===== config.mk =====
export PLATFORM = sky130hd
export DESIGN_NAME = ufc_top
export DESIGN_NICKNAME = d
export VERILOG_FILES = /design/src/rtl/ufc_fifo.v /design/src/rtl/ufc_serial.v /design/src/rtl/ufc_top.v
export VERILOG_INCLUDE_DIRS = /design/src /design/src/include
export SDC_FILE = /design/constraint.sdc
export NUM_CORES = 2
export LEC_CHECK = 0
export BUFFER_PORTS_ARGS = -buffer_cell sky130_fd_sc_hd__clkbuf_2
export CAP_MARGIN = 25
export CORE_MARGIN = 4
export CORE_UTILIZATION = 56
export DETAILED_ROUTE_END_ITERATION = 8
export GPL_TIMING_DRIVEN = 0
export PLACE_DENSITY = 0.7
export SLEW_MARGIN = 15
export SYNTH_ARGS = -nofsm -noshare
export SYNTH_HDL_FRONTEND = slang
export SYNTH_HIERARCHICAL = 1
export SYNTH_SLANG_ARGS = --single-unit

===== constraint.sdc =====
create_clock -name mclk -period 4.3 [get_ports mclk]
set_input_delay 0.43 -clock mclk [delete_from_list [all_inputs] [get_ports mclk]]
set_output_delay 0.43 -clock mclk [all_outputs]
set_load 0.1 [all_outputs]

===== src/include/ufc_defines.vh =====
`ifndef UFC_DEFINES_VH
`define UFC_DEFINES_VH
`define UFC_ADDR_DATA    3'h0
`define UFC_ADDR_DIVLO   3'h1
`define UFC_ADDR_DIVHI   3'h2
`define UFC_ADDR_FCR     3'h3
`define UFC_ADDR_TLR     3'h4
`define UFC_ADDR_MCR     3'h5
`define UFC_ADDR_STAT    3'h6
`define UFC_ADDR_EFR_TCR 3'h7
`define UFC_FCR_EN       0
`define UFC_FCR_TXT_LO   4
`define UFC_FCR_RXT_LO   6
`define UFC_MCR_RTS      1
`define UFC_MCR_LOOP     4
`define UFC_EFR_ARTS     6
`define UFC_EFR_ACTS     7
`define UFC_DIV_RESET    16'h0001
`define UFC_OVERSAMPLE   16
`define UFC_ERR_OVERRUN  0
`endif


===== src/rtl/ufc_fifo.v =====
`timescale 1ns/1ns
module ufc_fifo #(
    parameter WIDTH = 11,
    parameter DEPTH = 64,
    parameter AW    = 6
) (
    input  wire             mclk,
    input  wire             rst_n,
    input  wire             flush,
    input  wire             wr_en,
    input  wire [WIDTH-1:0] wr_data,
    input  wire             rd_en,
    output reg  [WIDTH-1:0] rd_data,
    output reg  [AW:0]      count
);
    reg [WIDTH-1:0] mem [0:DEPTH-1];
    reg [AW-1:0]    wp_reg;
    reg [AW-1:0]    rp_reg;
    wire            do_wr = wr_en && (count != DEPTH[AW:0]);
    wire            do_rd = rd_en && (count != {(AW+1){1'b0}});
    always @(posedge mclk) begin
        if (do_wr)
            mem[wp_reg] <= wr_data;
        rd_data <= mem[rp_reg];
    end
    always @(posedge mclk) begin
        if (!rst_n || flush) begin
            wp_reg <= {AW{1'b0}};
            rp_reg <= {AW{1'b0}};
            count  <= {(AW+1){1'b0}};
        end else begin
            if (do_wr)
                wp_reg <= wp_reg + 1'b1;
            if (do_rd)
                rp_reg <= rp_reg + 1'b1;
            if (do_wr && !do_rd)
                count <= count + 1'b1;
            else if (do_rd && !do_wr)
                count <= count - 1'b1;
        end
    end
endmodule // ufc_fifo


===== src/rtl/ufc_serial.v =====
`timescale 1ns/1ns
`include "ufc_defines.vh"
// one serial engine: baud tick, transmitter and receiver, 8N1
module ufc_serial (
    input  wire        mclk,
    input  wire        rst_n,
    input  wire [15:0] divisor,
    input  wire        tx_start,
    input  wire [7:0]  tx_byte,
    output reg         tx_busy,
    output reg         tx_line,
    output reg         tx_last_mid,
    input  wire        rx_line,
    output reg         rx_done,
    output reg  [7:0]  rx_byte,
    output reg         rx_frame_err
);
    reg [15:0] div_cnt_reg;
    reg        tick;
    reg [3:0]  tx_ph_reg;
    reg [3:0]  tx_bit_reg;
    reg [8:0]  tx_sh_reg;
    reg [3:0]  rx_ph_reg;
    reg [3:0]  rx_bit_reg;
    reg        rx_act_reg;
    reg [7:0]  rx_sh_reg;
    // a divisor of zero is treated as one
    always @(posedge mclk) begin
        if (!rst_n) begin
            div_cnt_reg <= 16'h0000;
            tick        <= 1'b0;
        end else if (div_cnt_reg + 16'h0001 >= divisor) begin
            div_cnt_reg <= 16'h0000;
            tick        <= 1'b1;
        end else begin
            div_cnt_reg <= div_cnt_reg + 16'h0001;
            tick        <= 1'b0;
        end
    end
    always @(posedge mclk) begin
        if (!rst_n) begin
            tx_busy     <= 1'b0;
            tx_line     <= 1'b1;
            tx_ph_reg   <= 4'h0;
            tx_bit_reg  <= 4'h0;
            tx_sh_reg   <= 9'h1FF;
            tx_last_mid <= 1'b0;
        end else if (!tx_busy) begin
            tx_last_mid <= 1'b0;
            if (tx_start) begin
                tx_busy    <= 1'b1;
                tx_line    <= 1'b0;
                tx_sh_reg  <= {1'b1, tx_byte};
                tx_ph_reg  <= 4'h0;
                tx_bit_reg <= 4'h0;
            end
        end else if (tick) begin
            tx_ph_reg <= tx_ph_reg + 4'h1;
            // stop bit midpoint: cts is judged from here until the frame ends
            if (tx_bit_reg == 4'h9 && tx_ph_reg == 4'h7)
                tx_last_mid <= 1'b1;
            if (tx_ph_reg == 4'hF) begin
                if (tx_bit_reg == 4'h9) begin
                    tx_busy <= 1'b0;
                    tx_line <= 1'b1;
                end else begin
                    tx_line    <= tx_sh_reg[0];
                    tx_sh_reg  <= {1'b1, tx_sh_reg[8:1]};
                    tx_bit_reg <= tx_bit_reg + 4'h1;
                end
            end
        end
    end
    always @(posedge mclk) begin
        if (!rst_n) begin
            rx_act_reg   <= 1'b0;
            rx_ph_reg    <= 4'h0;
            rx_bit_reg   <= 4'h0;
            rx_sh_reg    <= 8'h00;
            rx_done      <= 1'b0;
            rx_byte      <= 8'h00;
            rx_frame_err <= 1'b0;
        end else begin
            rx_done <= 1'b0;
            if (!rx_act_reg) begin
                if (!rx_line) begin
                    rx_act_reg <= 1'b1;
                    rx_ph_reg  <= 4'h0;
                    rx_bit_reg <= 4'h0;
                end
            end else if (tick) begin
                rx_ph_reg <= rx_ph_reg + 4'h1;
                if (rx_ph_reg == 4'h7) begin
                    rx_bit_reg <= rx_bit_reg + 4'h1;
                    if (rx_bit_reg == 4'h0 && rx_line)
                        rx_act_reg <= 1'b0;
                    else if (rx_bit_reg == 4'h9) begin
                        rx_act_reg   <= 1'b0;
                        rx_done      <= 1'b1;
                        rx_byte      <= rx_sh_reg;
                        rx_frame_err <= !rx_line;
                    end else if (rx_bit_reg != 4'h0)
                        rx_sh_reg <= {rx_line, rx_sh_reg[7:1]};
                end
            end
        end
    end
endmodule // ufc_serial


===== src/rtl/ufc_top.v =====
`timescale 1ns/1ns
`include "ufc_defines.vh"
module ufc_top #(
    parameter DEPTH = 64,
    parameter AW    = 6
) (
    input  wire       mclk,
    input  wire       rst_n,
    input  wire       cs_n,
    input  wire       channel_addr_bit,
    input  wire [2:0] addr,
    input  wire [7:0] wr_data,
    input  wire       wr_stb,
    input  wire       rd_stb,
    output reg  [7:0] rd_data,
    input  wire       serial_in_chan0,
    input  wire       serial_in_chan1,
    input  wire       cts_n_chan0,
    input  wire       cts_n_chan1,
    output reg        serial_out_chan0,
    output reg        serial_out_chan1,
    output reg        rts_n_chan0,
    output reg        rts_n_chan1,
    output reg        rx_ready_n_chan0,
    output reg        rx_ready_n_chan1,
    output reg        tx_ready_n_chan0,
    output reg        tx_ready_n_chan1,
    output reg        cts_change_chan0,
    output reg        cts_change_chan1
);
    // fixed trigger tables
    function [6:0] fixed_rx;
        input [1:0] sel;
        case (sel)
            2'h0:    fixed_rx = 7'd8;
            2'h1:    fixed_rx = 7'd16;
            2'h2:    fixed_rx = 7'd56;
            default: fixed_rx = 7'd60;
        endcase
    endfunction
    function [6:0] fixed_tx;
        input [1:0] sel;
        case (sel)
            2'h0:    fixed_tx = 7'd8;
            2'h1:    fixed_tx = 7'd16;
            2'h2:    fixed_tx = 7'd32;
            default: fixed_tx = 7'd56;
        endcase
    endfunction
    // nibble in steps of four, zero nibble falls back to fixed table
    function [6:0] level4;
        input [3:0] nib;
        input [6:0] alt;
        level4 = (nib == 4'h0) ? alt : {1'b0, nib, 2'b00};
    endfunction

    localparam ST_IDLE = 3'b001;
    localparam ST_LOAD = 3'b010;
    localparam ST_SEND = 3'b100;

    reg  [1:0]  sel;
    wire [15:0] rd_mux;
    wire [1:0]  serial_in_pin = {serial_in_chan1, serial_in_chan0};
    wire [1:0]  cts_n_pin     = {cts_n_chan1, cts_n_chan0};
    wire [1:0]  ser_tx_line;
    wire [1:0]  rx_ready_n_next;
    wire [1:0]  tx_ready_n_next;
    wire [1:0]  rts_n_next;
    wire [1:0]  serial_out_next;
    wire [1:0]  cts_change_next;

    // channel decode
    always @* begin
        sel[0] = !cs_n && !channel_addr_bit;
        sel[1] = !cs_n &&  channel_addr_bit;
    end

    // each channel is a full independent copy
    genvar ch;
    generate
        for (ch = 0; ch < 2; ch = ch + 1) begin : g_ch
            reg  [7:0]    fcr_reg;
            reg  [7:0]    tlr_reg;
            reg  [7:0]    mcr_reg;
            reg  [7:0]    efr_reg;
            reg  [7:0]    tcr_reg;
            reg  [15:0]   div_reg;
            reg  [2:0]    tx_st_reg;
            reg           rts_halt_reg;
            reg           overrun_reg;
            reg           cts_q_reg;
            reg           cts_chg_reg;
            reg           tx_start_reg;
            reg  [7:0]    rd_val;
            wire          wr_sel  = wr_stb && sel[ch];
            wire          rd_sel  = rd_stb && sel[ch];
            wire          fifo_on = fcr_reg[`UFC_FCR_EN];
            wire          loop_on = mcr_reg[`UFC_MCR_LOOP];
            wire [AW:0]   depth_eff = fifo_on ? DEPTH[AW:0] : {{AW{1'b0}}, 1'b1};
            wire [AW:0]   tx_cnt;
            wire [AW:0]   rx_cnt;
            wire [7:0]    tx_q;
            wire [10:0]   rx_q;
            wire          s_busy;
            wire          s_mid;
            wire          s_done;
            wire [7:0]    s_byte;
            wire          s_ferr;
            // loop-back ties tx into rx, pin ignored
            wire          rx_src  = loop_on ? ser_tx_line[ch] : serial_in_pin[ch];
            wire [6:0]    rx_trig = fifo_on ? level4(tlr_reg[7:4],
                                      fixed_rx(fcr_reg[7:6])) : 7'd1;
            wire [6:0]    tx_trig = fifo_on ? level4(tlr_reg[3:0],
                                      fixed_tx(fcr_reg[5:4])) : 7'd1;
            wire [6:0]    halt_lv   = {1'b0, tcr_reg[3:0], 2'b00};
            wire [6:0]    resume_lv = {1'b0, tcr_reg[7:4], 2'b00};
            wire          rx_full = (rx_cnt == depth_eff);
            wire          tx_full = (tx_cnt == depth_eff);
            wire          auto_cts = efr_reg[`UFC_EFR_ACTS];
            wire          auto_rts = efr_reg[`UFC_EFR_ARTS];
            // cts level followed from stop-bit midpoint to end of frame, and while idle
            reg           cts_ok_reg;
            wire          tx_pop = (tx_st_reg == ST_IDLE) && (tx_cnt != 0) &&
                                   (!auto_cts || cts_ok_reg);

            // fifos hold 64 entries; rx carries 3 error bits
            ufc_fifo #(.WIDTH(8), .DEPTH(DEPTH), .AW(AW)) u_txf (
                .mclk    (mclk),
                .rst_n   (rst_n),
                .flush   (wr_sel && addr == `UFC_ADDR_FCR && wr_data[2]),
                .wr_en   (wr_sel && addr == `UFC_ADDR_DATA && !tx_full),
                .wr_data (wr_data),
                .rd_en   (tx_pop),
                .rd_data (tx_q),
                .count   (tx_cnt)
            );
            ufc_fifo #(.WIDTH(11), .DEPTH(DEPTH), .AW(AW)) u_rxf (
                .mclk    (mclk),
                .rst_n   (rst_n),
                .flush   (wr_sel && addr == `UFC_ADDR_FCR && wr_data[1]),
                // extra char after rts drop is still stored
                .wr_en   (s_done && !rx_full),
                .wr_data ({1'b0, s_ferr, 1'b0, s_byte}),
                .rd_en   (rd_sel && addr == `UFC_ADDR_DATA),
                .rd_data (rx_q),
                .count   (rx_cnt)
            );
            ufc_serial u_ser (
                .mclk         (mclk),
                .rst_n        (rst_n),
                .divisor      (div_reg),
                .tx_start     (tx_start_reg),
                .tx_byte      (tx_q),
                .tx_busy      (s_busy),
                .tx_line      (ser_tx_line[ch]),
                .tx_last_mid  (s_mid),
                .rx_line      (rx_src),
                .rx_done      (s_done),
                .rx_byte      (s_byte),
                .rx_frame_err (s_ferr)
            );

            always @(posedge mclk) begin
                if (!rst_n) begin
                    fcr_reg <= 8'h00;
                    tlr_reg <= 8'h00;
                    mcr_reg <= 8'h00;
                    efr_reg <= 8'h00;
                    tcr_reg <= 8'h00;
                    div_reg <= `UFC_DIV_RESET;
                end else if (wr_sel) begin
                    case (addr)
                        `UFC_ADDR_DIVLO:   div_reg[7:0]  <= wr_data;
                        `UFC_ADDR_DIVHI:   div_reg[15:8] <= wr_data;
                        `UFC_ADDR_FCR:     fcr_reg <= wr_data;
                        `UFC_ADDR_TLR:     tlr_reg <= wr_data;
                        `UFC_ADDR_MCR:     mcr_reg <= wr_data;
                        `UFC_ADDR_EFR_TCR: begin
                            if (mcr_reg[7])
                                tcr_reg <= wr_data;
                            else
                                efr_reg <= wr_data;
                        end
                        default: ;
                    endcase
                end
            end

            always @(posedge mclk) begin
                if (!rst_n) begin
                    tx_st_reg    <= ST_IDLE;
                    tx_start_reg <= 1'b0;
                    cts_ok_reg   <= 1'b0;
                end else begin
                    tx_start_reg <= 1'b0;
                    if (s_mid || tx_st_reg == ST_IDLE)
                        cts_ok_reg <= !cts_n_pin[ch];
                    case (tx_st_reg)
                        // start with the pop: the fifo output moves on one edge later
                        ST_IDLE: if (tx_pop) begin
                            tx_start_reg <= 1'b1;
                            tx_st_reg    <= ST_LOAD;
                        end
                        ST_LOAD: tx_st_reg <= ST_SEND;
                        ST_SEND: if (!s_busy && !tx_start_reg) tx_st_reg <= ST_IDLE;
                        default: tx_st_reg <= ST_IDLE;
                    endcase
                end
            end

            // sticky overrun: a new overrun wins over the read clear
            always @(posedge mclk) begin
                if (!rst_n) begin
                    overrun_reg  <= 1'b0;
                    rts_halt_reg <= 1'b0;
                    cts_q_reg    <= 1'b1;
                    cts_chg_reg  <= 1'b0;
                end else begin
                    if (s_done && rx_full)
                        overrun_reg <= 1'b1;
                    else if (rd_sel && addr == `UFC_ADDR_STAT)
                        overrun_reg <= 1'b0;
                    if (rx_cnt >= halt_lv)
                        rts_halt_reg <= 1'b1;
                    else if (rx_cnt <= resume_lv)
                        rts_halt_reg <= 1'b0;
                    cts_q_reg   <= cts_n_pin[ch];
                    cts_chg_reg <= !auto_cts && (cts_q_reg != cts_n_pin[ch]);
                end
            end

            // read value is combinational so the top flop answers one cycle after the strobe
            always @* begin
                case (addr)
                    `UFC_ADDR_DATA:   rd_val = rx_q[7:0];
                    `UFC_ADDR_DIVLO:  rd_val = div_reg[7:0];
                    `UFC_ADDR_DIVHI:  rd_val = div_reg[15:8];
                    `UFC_ADDR_FCR:    rd_val = fcr_reg;
                    `UFC_ADDR_TLR:    rd_val = tlr_reg;
                    `UFC_ADDR_MCR:    rd_val = mcr_reg;
                    `UFC_ADDR_STAT:   rd_val = {tx_cnt == 0, tx_full, rx_full,
                                                overrun_reg, rx_q[10:8],
                                                rx_cnt != 0};
                    default:          rd_val = mcr_reg[7] ? tcr_reg : efr_reg;
                endcase
            end

            assign rx_ready_n_next[ch] = !((rx_cnt >= rx_trig) || (rx_cnt != 0));
            // tx ready: enough room or empty
            assign tx_ready_n_next[ch] = !((depth_eff - tx_cnt >= {1'b0, tx_trig}) ||
                                            (tx_cnt == 0));
            assign rts_n_next[ch] = auto_rts ? rts_halt_reg
                                             : !mcr_reg[`UFC_MCR_RTS];
            assign serial_out_next[ch] = loop_on ? 1'b1 : ser_tx_line[ch];
            assign cts_change_next[ch] = cts_chg_reg;
            assign rd_mux[ch*8 +: 8] = rd_val;
        end
    endgenerate

    always @(posedge mclk) begin
        if (!rst_n) begin
            rd_data          <= 8'h00;
            serial_out_chan0 <= 1'b1;
            serial_out_chan1 <= 1'b1;
            rts_n_chan0      <= 1'b1;
            rts_n_chan1      <= 1'b1;
            rx_ready_n_chan0 <= 1'b1;
            rx_ready_n_chan1 <= 1'b1;
            tx_ready_n_chan0 <= 1'b0;
            tx_ready_n_chan1 <= 1'b0;
            cts_change_chan0 <= 1'b0;
            cts_change_chan1 <= 1'b0;
        end else begin
            rd_data          <= (rd_stb && sel[0]) ? rd_mux[7:0] :
                                (rd_stb && sel[1]) ? rd_mux[15:8] : 8'h00;
            serial_out_chan0 <= serial_out_next[0];
            serial_out_chan1 <= serial_out_next[1];
            rts_n_chan0      <= rts_n_next[0];
            rts_n_chan1      <= rts_n_next[1];
            rx_ready_n_chan0 <= rx_ready_n_next[0];
            rx_ready_n_chan1 <= rx_ready_n_next[1];
            tx_ready_n_chan0 <= tx_ready_n_next[0];
            tx_ready_n_chan1 <= tx_ready_n_next[1];
            cts_change_chan0 <= cts_change_next[0];
            cts_change_chan1 <= cts_change_next[1];
        end
    end
endmodule // ufc_top


# Word-level counts from Yosys, hierarchy flattened
# Memories as Yosys holds them, arrays and structs flattened. A register that Yosys moved wholly into a read port is not among the register bits.
# Cells that the tools add are included.
op_classes:
  n_addsub: 28
  multipliers: 0
  n_div: 0
  magnitude_cmp: 10
  n_eq_ne: 57
  shift: 0
  n_mux: 128
  bitwise_logic: 13
  n_reduce_logical: 166
ops:
  columns: ["cell", "count"]
  rows:
  - ["$mux W7", 18]
  - ["$pmux W8 S7", 2]
  - ["$mux W4", 26]
  - ["$mux W9", 10]
  - ["$pmux W6 S3", 4]
  - ["$mux W1", 58]
  - ["$logic_and A1 B1 Y1", 52]
  - ["$add A6 B1 Y6 const B", 8]
  - ["$reduce_and A2 Y1", 22]
  - ["$add A16 B1 Y16 const B", 2]
  - ["$add A4 B1 Y4 const B", 8]
  - ["$ge A16 B16 Y1", 2]
  - ["$mux W8", 4]
  - ["$logic_not A1 Y1", 31]
  - ["$add A7 B1 Y7 const B", 4]
  - ["$eq A7 B7 Y1", 4]
  - ["$ne A7 B7 Y1 const B", 4]
  - ["$reduce_bool A7 Y1", 4]
  - ["$sub A7 B1 Y7 const B", 4]
  - ["$eq A4 B4 Y1 const B", 6]
  - ["$logic_not A4 Y1", 6]
  - ["$ne A2 B2 Y1 const B", 12]
  - ["$reduce_and A3 Y1", 8]
  - ["$reduce_bool A2 Y1", 10]
  - ["other kinds (26)", 93]
totals:
  register_bits: 374
  latch_bits: 0
  mem_bits_rw: 2176
  romBits: 0
  inputBits: 21
  elab_cells: 489
  memories: 4
mem_list:
  columns: ["name", "words", "word_bits", "read_ports", "rd_ports_with_merged_regs", "wr", "line", "rtl"]
  rows:
  - ["g_ch[0].u_rxf.mem", 64, 9, 1, 1, 1, "ufc_fifo.v:16", "reg [WIDTH-1:0] mem [0:DEPTH-1];"]
  - ["g_ch[1].u_rxf.mem", 64, 9, 1, 1, 1, "ufc_fifo.v:16", null]
  - ["g_ch[0].u_txf.mem", 64, 8, 1, 1, 1, "ufc_fifo.v:16", null]
  - ["g_ch[1].u_txf.mem", 64, 8, 1, 1, 1, "ufc_fifo.v:16", null]

# Depth between registers and ports, before layout
depth:
  ltp_word: 10
  ltp_mapped: 15

# Hierarchy
# The synthesis kept the hierarchy.
by_module_without_submodules:
  columns: ["mod", "instances", "cells_each", "area_each_um2"]
  rows:
  - ["ufc_fifo at g_ch[0].u_rxf", 1, 1410, 28571.2]
  - ["ufc_fifo at g_ch[1].u_rxf", 1, 1411, 28566.1]
  - ["ufc_fifo at g_ch[0].u_txf", 1, 1117, 21286.7]
  - ["ufc_fifo at g_ch[1].u_txf", 1, 1118, 21247.9]
  - ["ufc_top", 1, 948, 8056.5]
  - ["ufc_serial", 2, 351, 3140.5]

# Least setup slack after synthesis
# OpenSTA, ideal clock, no wires.
synth_timing:
  path_kind: "register to register"
  from: "register g_ch[1].fcr_reg[0]"
  to: "register g_ch[1].u_rxf.count[6]"
  setup_time_ps: 121
  arrival_time_ps: 3477
  required_time_ps: 4179
  path_slack_ps: 702
  stages_incl_launch_ff: 16
  path_buffers: 2
  period_less_slack_ps: 3598
  path_cell_list: "dfxtp_1 -> clkbuf_1 -> inv_1 -> ha_1 -> or4b_4 -> and2_1 -> o41a_1 -> buf_6 -> ha_1 -> inv_1 -> ha_1 -> a21o_1 -> a21oi_1 -> o21ai_0 -> nand3_1 -> mux2_2"
synth_between:
  elab_chain_cells: 8
synth_lines:
  columns: ["element", "line", "rtl"]
  rows:
  - ["start, declared", "ufc_top.v:82", "reg [7:0] fcr_reg;"]
  - ["start signal, assigned", "ufc_top.v:175", "`UFC_ADDR_FCR: fcr_reg <= wr_data;"]
  - ["$mux W7 *", "ufc_top.v:99", "wire [AW:0] depth_eff = fifo_on ? DEPTH[AW:0] : {{AW{1'b0}}, 1'b1};"]
  - ["$eq A7 B7 Y1 *", "ufc_top.v:117", "wire rx_full = (rx_cnt == depth_eff);"]
  - ["$logic_not A1 Y1 *", "ufc_top.v:142", ".wr_en (s_done && !rx_full),"]
  - ["$logic_and A1 B1 Y1 *", "ufc_top.v:142", null]
  - ["$logic_and A1 B1 Y1 *", "ufc_fifo.v:19", "wire do_wr = wr_en && (count != DEPTH[AW:0]);"]
  - ["via g_ch[1].u_rxf.do_wr", "ufc_fifo.v:19", null]
  - ["$logic_not A1 Y1", "ufc_fifo.v:38", "else if (do_rd && !do_wr)"]
  - ["$logic_and A1 B1 Y1", "ufc_fifo.v:38", null]
  - ["$reduce_bool A2 Y1 (no source line)", null, null]
  - ["end signal, assigned", "ufc_fifo.v:30", "count <= {(AW+1){1'b0}};"]
  - ["end signal, assigned", "ufc_fifo.v:37", "count <= count + 1'b1;"]
  - ["end signal, assigned", "ufc_fifo.v:39", "count <= count - 1'b1;"]
  - ["end, declared", "ufc_fifo.v:14", "output reg [AW:0] count"]
# Mark *: on every way through the listed nets, which the timed path passes. The rest lies on a longest branch.
# A chain may end at the register's enable or synchronous reset.

# Worst setup path after layout
layout_timing:
  from: "register g_ch[1].fcr_reg[0]"
  to: "memory g_ch[1].u_txf.mem[18][2], in the netlist g_ch[1].u_txf/mem[9][2], enable pin"
layout_between:
  elab_chain_cells: 7
layout_lines:
  columns: ["element", "line", "rtl"]
  rows:
  - ["$mux W7", "ufc_top.v:99", null]
  - ["$eq A7 B7 Y1", "ufc_top.v:118", "wire tx_full = (tx_cnt == depth_eff);"]
  - ["$logic_not A1 Y1", "ufc_top.v:131", ".wr_en (wr_sel && addr == `UFC_ADDR_DATA && !tx_full),"]
  - ["$logic_and A1 B1 Y1", "ufc_top.v:131", null]
  - ["$logic_and A1 B1 Y1", "ufc_fifo.v:19", null]
  - ["via g_ch[1].u_txf.do_wr", "ufc_fifo.v:19", null]
  - ["$mux W1", "ufc_fifo.v:22", "if (do_wr)"]
  - ["$mux W1 (implied by the code)", "ufc_fifo.v:23", "mem[wp_reg] <= wr_data;"]
  - ["end, declared", "ufc_fifo.v:16", null]
# The timed path passes the listed nets, and every way through them passes these cells.

==> out/results.env <==
MOST-COMMON-LAYOUT-CELLS='sky130_fd_sc_hd__edfxtp_1 (2432), sky130_fd_sc_hd__nor2_1 (603), sky130_fd_sc_hd__mux2i_1 (504), sky130_fd_sc_hd__mux4_2 (467), sky130_fd_sc_hd__dfxtp_1 (369)'
TRITONCTS.NUM_BUFFERS=302
CRITICALPATHCATEGORY='reg2reg'
SYNTH_SEQ_AREA_SHARE_PCT=70.9
CLKTRANSATPATHREGS_NS=0.06
RELSLEWSLACK_PCT=28.6
WL_MM=289
GLOBALROUTEOVERFLOWTOTAL=0
SEQUENTIAL_CELL_AREA_UM2=80800
CTS_NUM_SINKS=2820
MIN_CYCLE_TIME_LAYOUT_NS=4.13
SETUP-TNS-FINAL_NS=0
GRT_FIRST_PASS_WIRELENGTH_MM=424
MULTI_INPUT_COMB_AREA_UM2=31800
POWER.DENSITY_CELL_AREA_nW_PER_UM2=457
YOSYSWARNINGCOUNT=6
SYNTH_TOP_FLOP_CELL='sky130_fd_sc_hd__edfxtp_1'
PEAKVDDDROP_mV=0.414
DESIGN.DIE.AREA_UM2=211000
WORSTMARGINPINSLEW_NS=1.07
CTS_TREE='built'
CLK_LATENCY_NS=0.95
REPORT.FINAL.HOLD_VIOL_COUNT=0
REG2REGPATHDEPTH=10
IO_PINS=39
LARGEST_REGS='g_ch.u_rxf/mem x1408, g_ch.u_txf/mem x1024'
FIRST_GLOBAL_VIAS=63800
GRT_SETUP_UNREPAIRED='true'
CLOCK_TREE.ROOT_CELL='sky130_fd_sc_hd__clkbuf_16'
NUMBER_OF_FLIP_FLOPS_IN_THE_LARGEST_REGISTER=1408
PER_INSTANCE_AVERAGE_AREA_AFTER_SYNTHESIS_UM2=17.0
GROUTE.USAGE.OVERALL_PCT=27.3
HPWL_MM=190
MAX_FLOP_REGISTER='g_ch.u_rxf/mem'
PORT_BUFFERS=38
TOTAL_LEAKAGE_POWER_nW=42.3
YS_FF_LATCH=2820
DETAILROUTE.VIA_COUNT=64300
FINALSETUPVIOLCOUNT=0
TIMING.CRITICAL_PATH.ARRIVAL_NS=4.66
FP.COREAREA_UM2=202000
YOSYS.CELL_TYPES.COUNT=105
FIRST_ITER_VIOLATIONS=7931
LAYOUT_STAGE_AREA_GROWTH_OVER_THE_SYNTHESIS_RESULT_PCT=13.7
OVERALL_POWER_OF_THE_COMPLETED_LAYOUT_W=0.0592
CLOCK_PATH_BUFFERS=4
LAYOUT-DRIVE-GT1-SHARE_PCT=18.5
LAYOUT_WORST_PATH_CYCLE_SHARE_PCT=95.9
MAXCLOCKFREQUENCY_MHz=242
SYNTH_ENABLE_FLOP_CELLS=2432
SYNTHESIS.AREA_UM2=114000
MAXCAPVIOLCOUNT=0
WORSTSETUPENDPOINTTYPE='flip-flop'
DR.PASS1.ITERS=6
CHIPWIDTH_UM=459
CTS.HTREE.LEVELS=5
ANTENNA_LEFT=0
RESULT_OF_THE_RUN='finished clean'
DIE_HEIGHT_UM=459
GRT_ANTENNA_BEFORE_REPAIR=22
POST-ROUTE-DRC-COUNT=0
INITIAL_CORE_UTIL_PCT=56.4
NETLIST_INSTANCES=6706
FILLCELL_TOTAL=14100
TIMING.CRITICAL_PATH.FANOUT_MAX=10
LAYOUT_COMMONEST_CELL='sky130_fd_sc_hd__edfxtp_1'
WORSTHOLDPATHTYPE='in2reg'
MAXIMUM_NUMBER_OF_PINS_ON_ONE_NET_BEFORE_GLOBAL_ROUTE_REPAIR=114
CORE.ROWCOUNT=165
FINAL_NETS=7605
VIA_DENSITY=6.21
GLOBALPLACE.CONGESTION=0.955
CRIT_PATH_START_KIND='flip-flop'
WORST-ENDPOINT-REQUIRED_NS=4.83
WORST_HOLD_PATH.NUM_CELLS=5
SETUP_CLOCK_SKEW_AFTER_LAYOUT_NS=0.0532
FINAL-MAX-SLEW-VIOLATION-COUNT=0
AVGROUTEDWIREPERCELL_UM=27.9
SYNTHARSTFLOPSHARE_PCT=0
==> repair_timing <==
item / in CTS / in global routing
buffers inserted: 0 / 2
endpoints found under the setup margin: 458 / 256
gates cloned: 0 / 0
hold buffers: 13 / 0
endpoints found under the hold margin: 236 / 0
gates resized for setup: 31 / 13
==> power by group <==
group / leakage (nW) / switching [W] / internal [W] / total, W
clock network: 4.52 / 0.0102 / 0.0144 / 0.0246
logic: 12.5 / 0.00284 / 0.00188 / 0.00473
registers: 25.3 / 0.000173 / 0.0297 / 0.0298
==> cells by family (layout without fill, tap and decap cells) <==
group,after synthesis,in the layout,synth area share [%]
simple gates,1375,1375,5.76
flops,2820,2820,70.9
mux,1005,1005,14.0
xor+xnor,104,104,0.799
fa+ha+maj,132,132,1.47
other cells,1,265,0.00329
compound gates,799,799,4.93
buf+inv,470,1177,2.18
==> metrics by stage <==
step	setup WS (ns)	cell area, µm²	hold slack (ns)	utilization (%)	cells
detailed placement	-0.640	120000	0.427	59.1	9749
finish	0.174	130000	0.106	64.1	10300
global placement	-0.603	119000	0.426	58.6	9671
floorplan	0.702	115000	0.412	-	6961
global route	-0.0850	130000	0.0831	64.1	10300
CTS	0.0564	129000	0.0245	63.8	10300
==> worst max-delay path: stages, from the launching register on <==
cell	delay, ns
sky130_fd_sc_hd__dfxtp_2	0.44
sky130_fd_sc_hd__clkbuf_2	0.27
sky130_fd_sc_hd__inv_1	0.16
sky130_fd_sc_hd__ha_1	0.34
sky130_fd_sc_hd__nor3b_1	0.09
sky130_fd_sc_hd__nor3_1	0.31
sky130_fd_sc_hd__inv_1	0.13
sky130_fd_sc_hd__a31oi_4	0.28
sky130_fd_sc_hd__nor2b_1	0.31
sky130_fd_sc_hd__nand2_1	0.53
sky130_fd_sc_hd__nor2_1	0.84
==> metal layers <==
| layer | global-route usage (%) | part of all wire [%] |
|---|---|---|
| met1 | 37.8 | 39 |
| met2 | 42.8 | 47 |
| met3 | 5.18 | 9.1 |
| met4 | 12.1 | 4.9 |
| met5 | 0 | 0.012 |
==> Yosys cell counts, types with 13 or more instances <==
cell type | count | area, µm²
sky130_fd_sc_hd__a211oi_1 | 67 | 503
sky130_fd_sc_hd__o221ai_1 | 42 | 368
sky130_fd_sc_hd__xor2_1 | 55 | 482
sky130_fd_sc_hd__buf_2 | 103 | 515
sky130_fd_sc_hd__ha_1 | 128 | 1600
sky130_fd_sc_hd__buf_1 | 22 | 82.6
sky130_fd_sc_hd__nor3_1 | 40 | 200
sky130_fd_sc_hd__o21ai_0 | 89 | 445
sky130_fd_sc_hd__a211o_1 | 25 | 219
sky130_fd_sc_hd__a31oi_1 | 27 | 169
sky130_fd_sc_hd__and2_1 | 14 | 87.6
sky130_fd_sc_hd__mux2i_1 | 504 | 5040
sky130_fd_sc_hd__a21oi_1 | 147 | 736
sky130_fd_sc_hd__mux2_2 | 34 | 383
sky130_fd_sc_hd__nand3b_1 | 20 | 150
sky130_fd_sc_hd__xnor2_1 | 49 | 429
sky130_fd_sc_hd__o22a_1 | 14 | 123
sky130_fd_sc_hd__nand2_1 | 266 | 998
sky130_fd_sc_hd__mux4_2 | 467 | 10500
sky130_fd_sc_hd__a22o_1 | 20 | 175
sky130_fd_sc_hd__inv_1 | 115 | 432
sky130_fd_sc_hd__a21o_1 | 30 | 225
sky130_fd_sc_hd__nand2b_1 | 26 | 163
sky130_fd_sc_hd__nor2_1 | 638 | 2390
sky130_fd_sc_hd__nor3_2 | 13 | 130
sky130_fd_sc_hd__edfxtp_1 | 2432 | 73000
sky130_fd_sc_hd__buf_4 | 47 | 353
sky130_fd_sc_hd__and3_1 | 20 | 125
sky130_fd_sc_hd__dfxtp_1 | 388 | 7770
sky130_fd_sc_hd__o21a_1 | 19 | 143
sky130_fd_sc_hd__buf_6 | 50 | 563
sky130_fd_sc_hd__nand3_1 | 124 | 621
sky130_fd_sc_hd__nor2b_1 | 63 | 394
sky130_fd_sc_hd__o22ai_1 | 117 | 732
sky130_fd_sc_hd__a41oi_1 | 14 | 123
sky130_fd_sc_hd__a22oi_1 | 42 | 315
sky130_fd_sc_hd__nand4_1 | 27 | 169
sky130_fd_sc_hd__o211ai_1 | 27 | 203
sky130_fd_sc_hd__clkbuf_1 | 125 | 469
sky130_fd_sc_hd__nor4_1 | 16 | 100
sky130_fd_sc_hd__o31a_1 | 13 | 114
==> final cells by class <==
cell class              count  area share (%)
flip-flops and latches   2820            62.4
clock inverters           125           0.829
inverters                 118           0.342
well taps                2672            2.58
multi-input cells        3671            24.5
diodes                      9          0.0174
clock buffers             395            6.31
plain buffers             352            1.57
repair buffers            187            1.42
==> final timing paths <==
| kind | to | slack, ns | start |
|---|---|---|---|
| worst max register to register | g_ch[1].u_txf/mem[9][2]$_DFFE_PP_ | 0.17 | g_ch[1].fcr_reg[0]$_SDFFE_PN0P_ |
| worst max-delay path | g_ch[1].u_txf/mem[9][2]$_DFFE_PP_ | 0.17 | g_ch[1].fcr_reg[0]$_SDFFE_PN0P_ |
| worst min-delay path | g_ch[0].fcr_reg[3]$_SDFFE_PN0P_ | 0.11 | cs_n |
| worst min register to register | cts_change_chan1$_SDFF_PN0_ | 0.43 | g_ch[1].cts_chg_reg$_SDFF_PN0_ |
No activity file was read; power rests on OpenSTA's default activity.
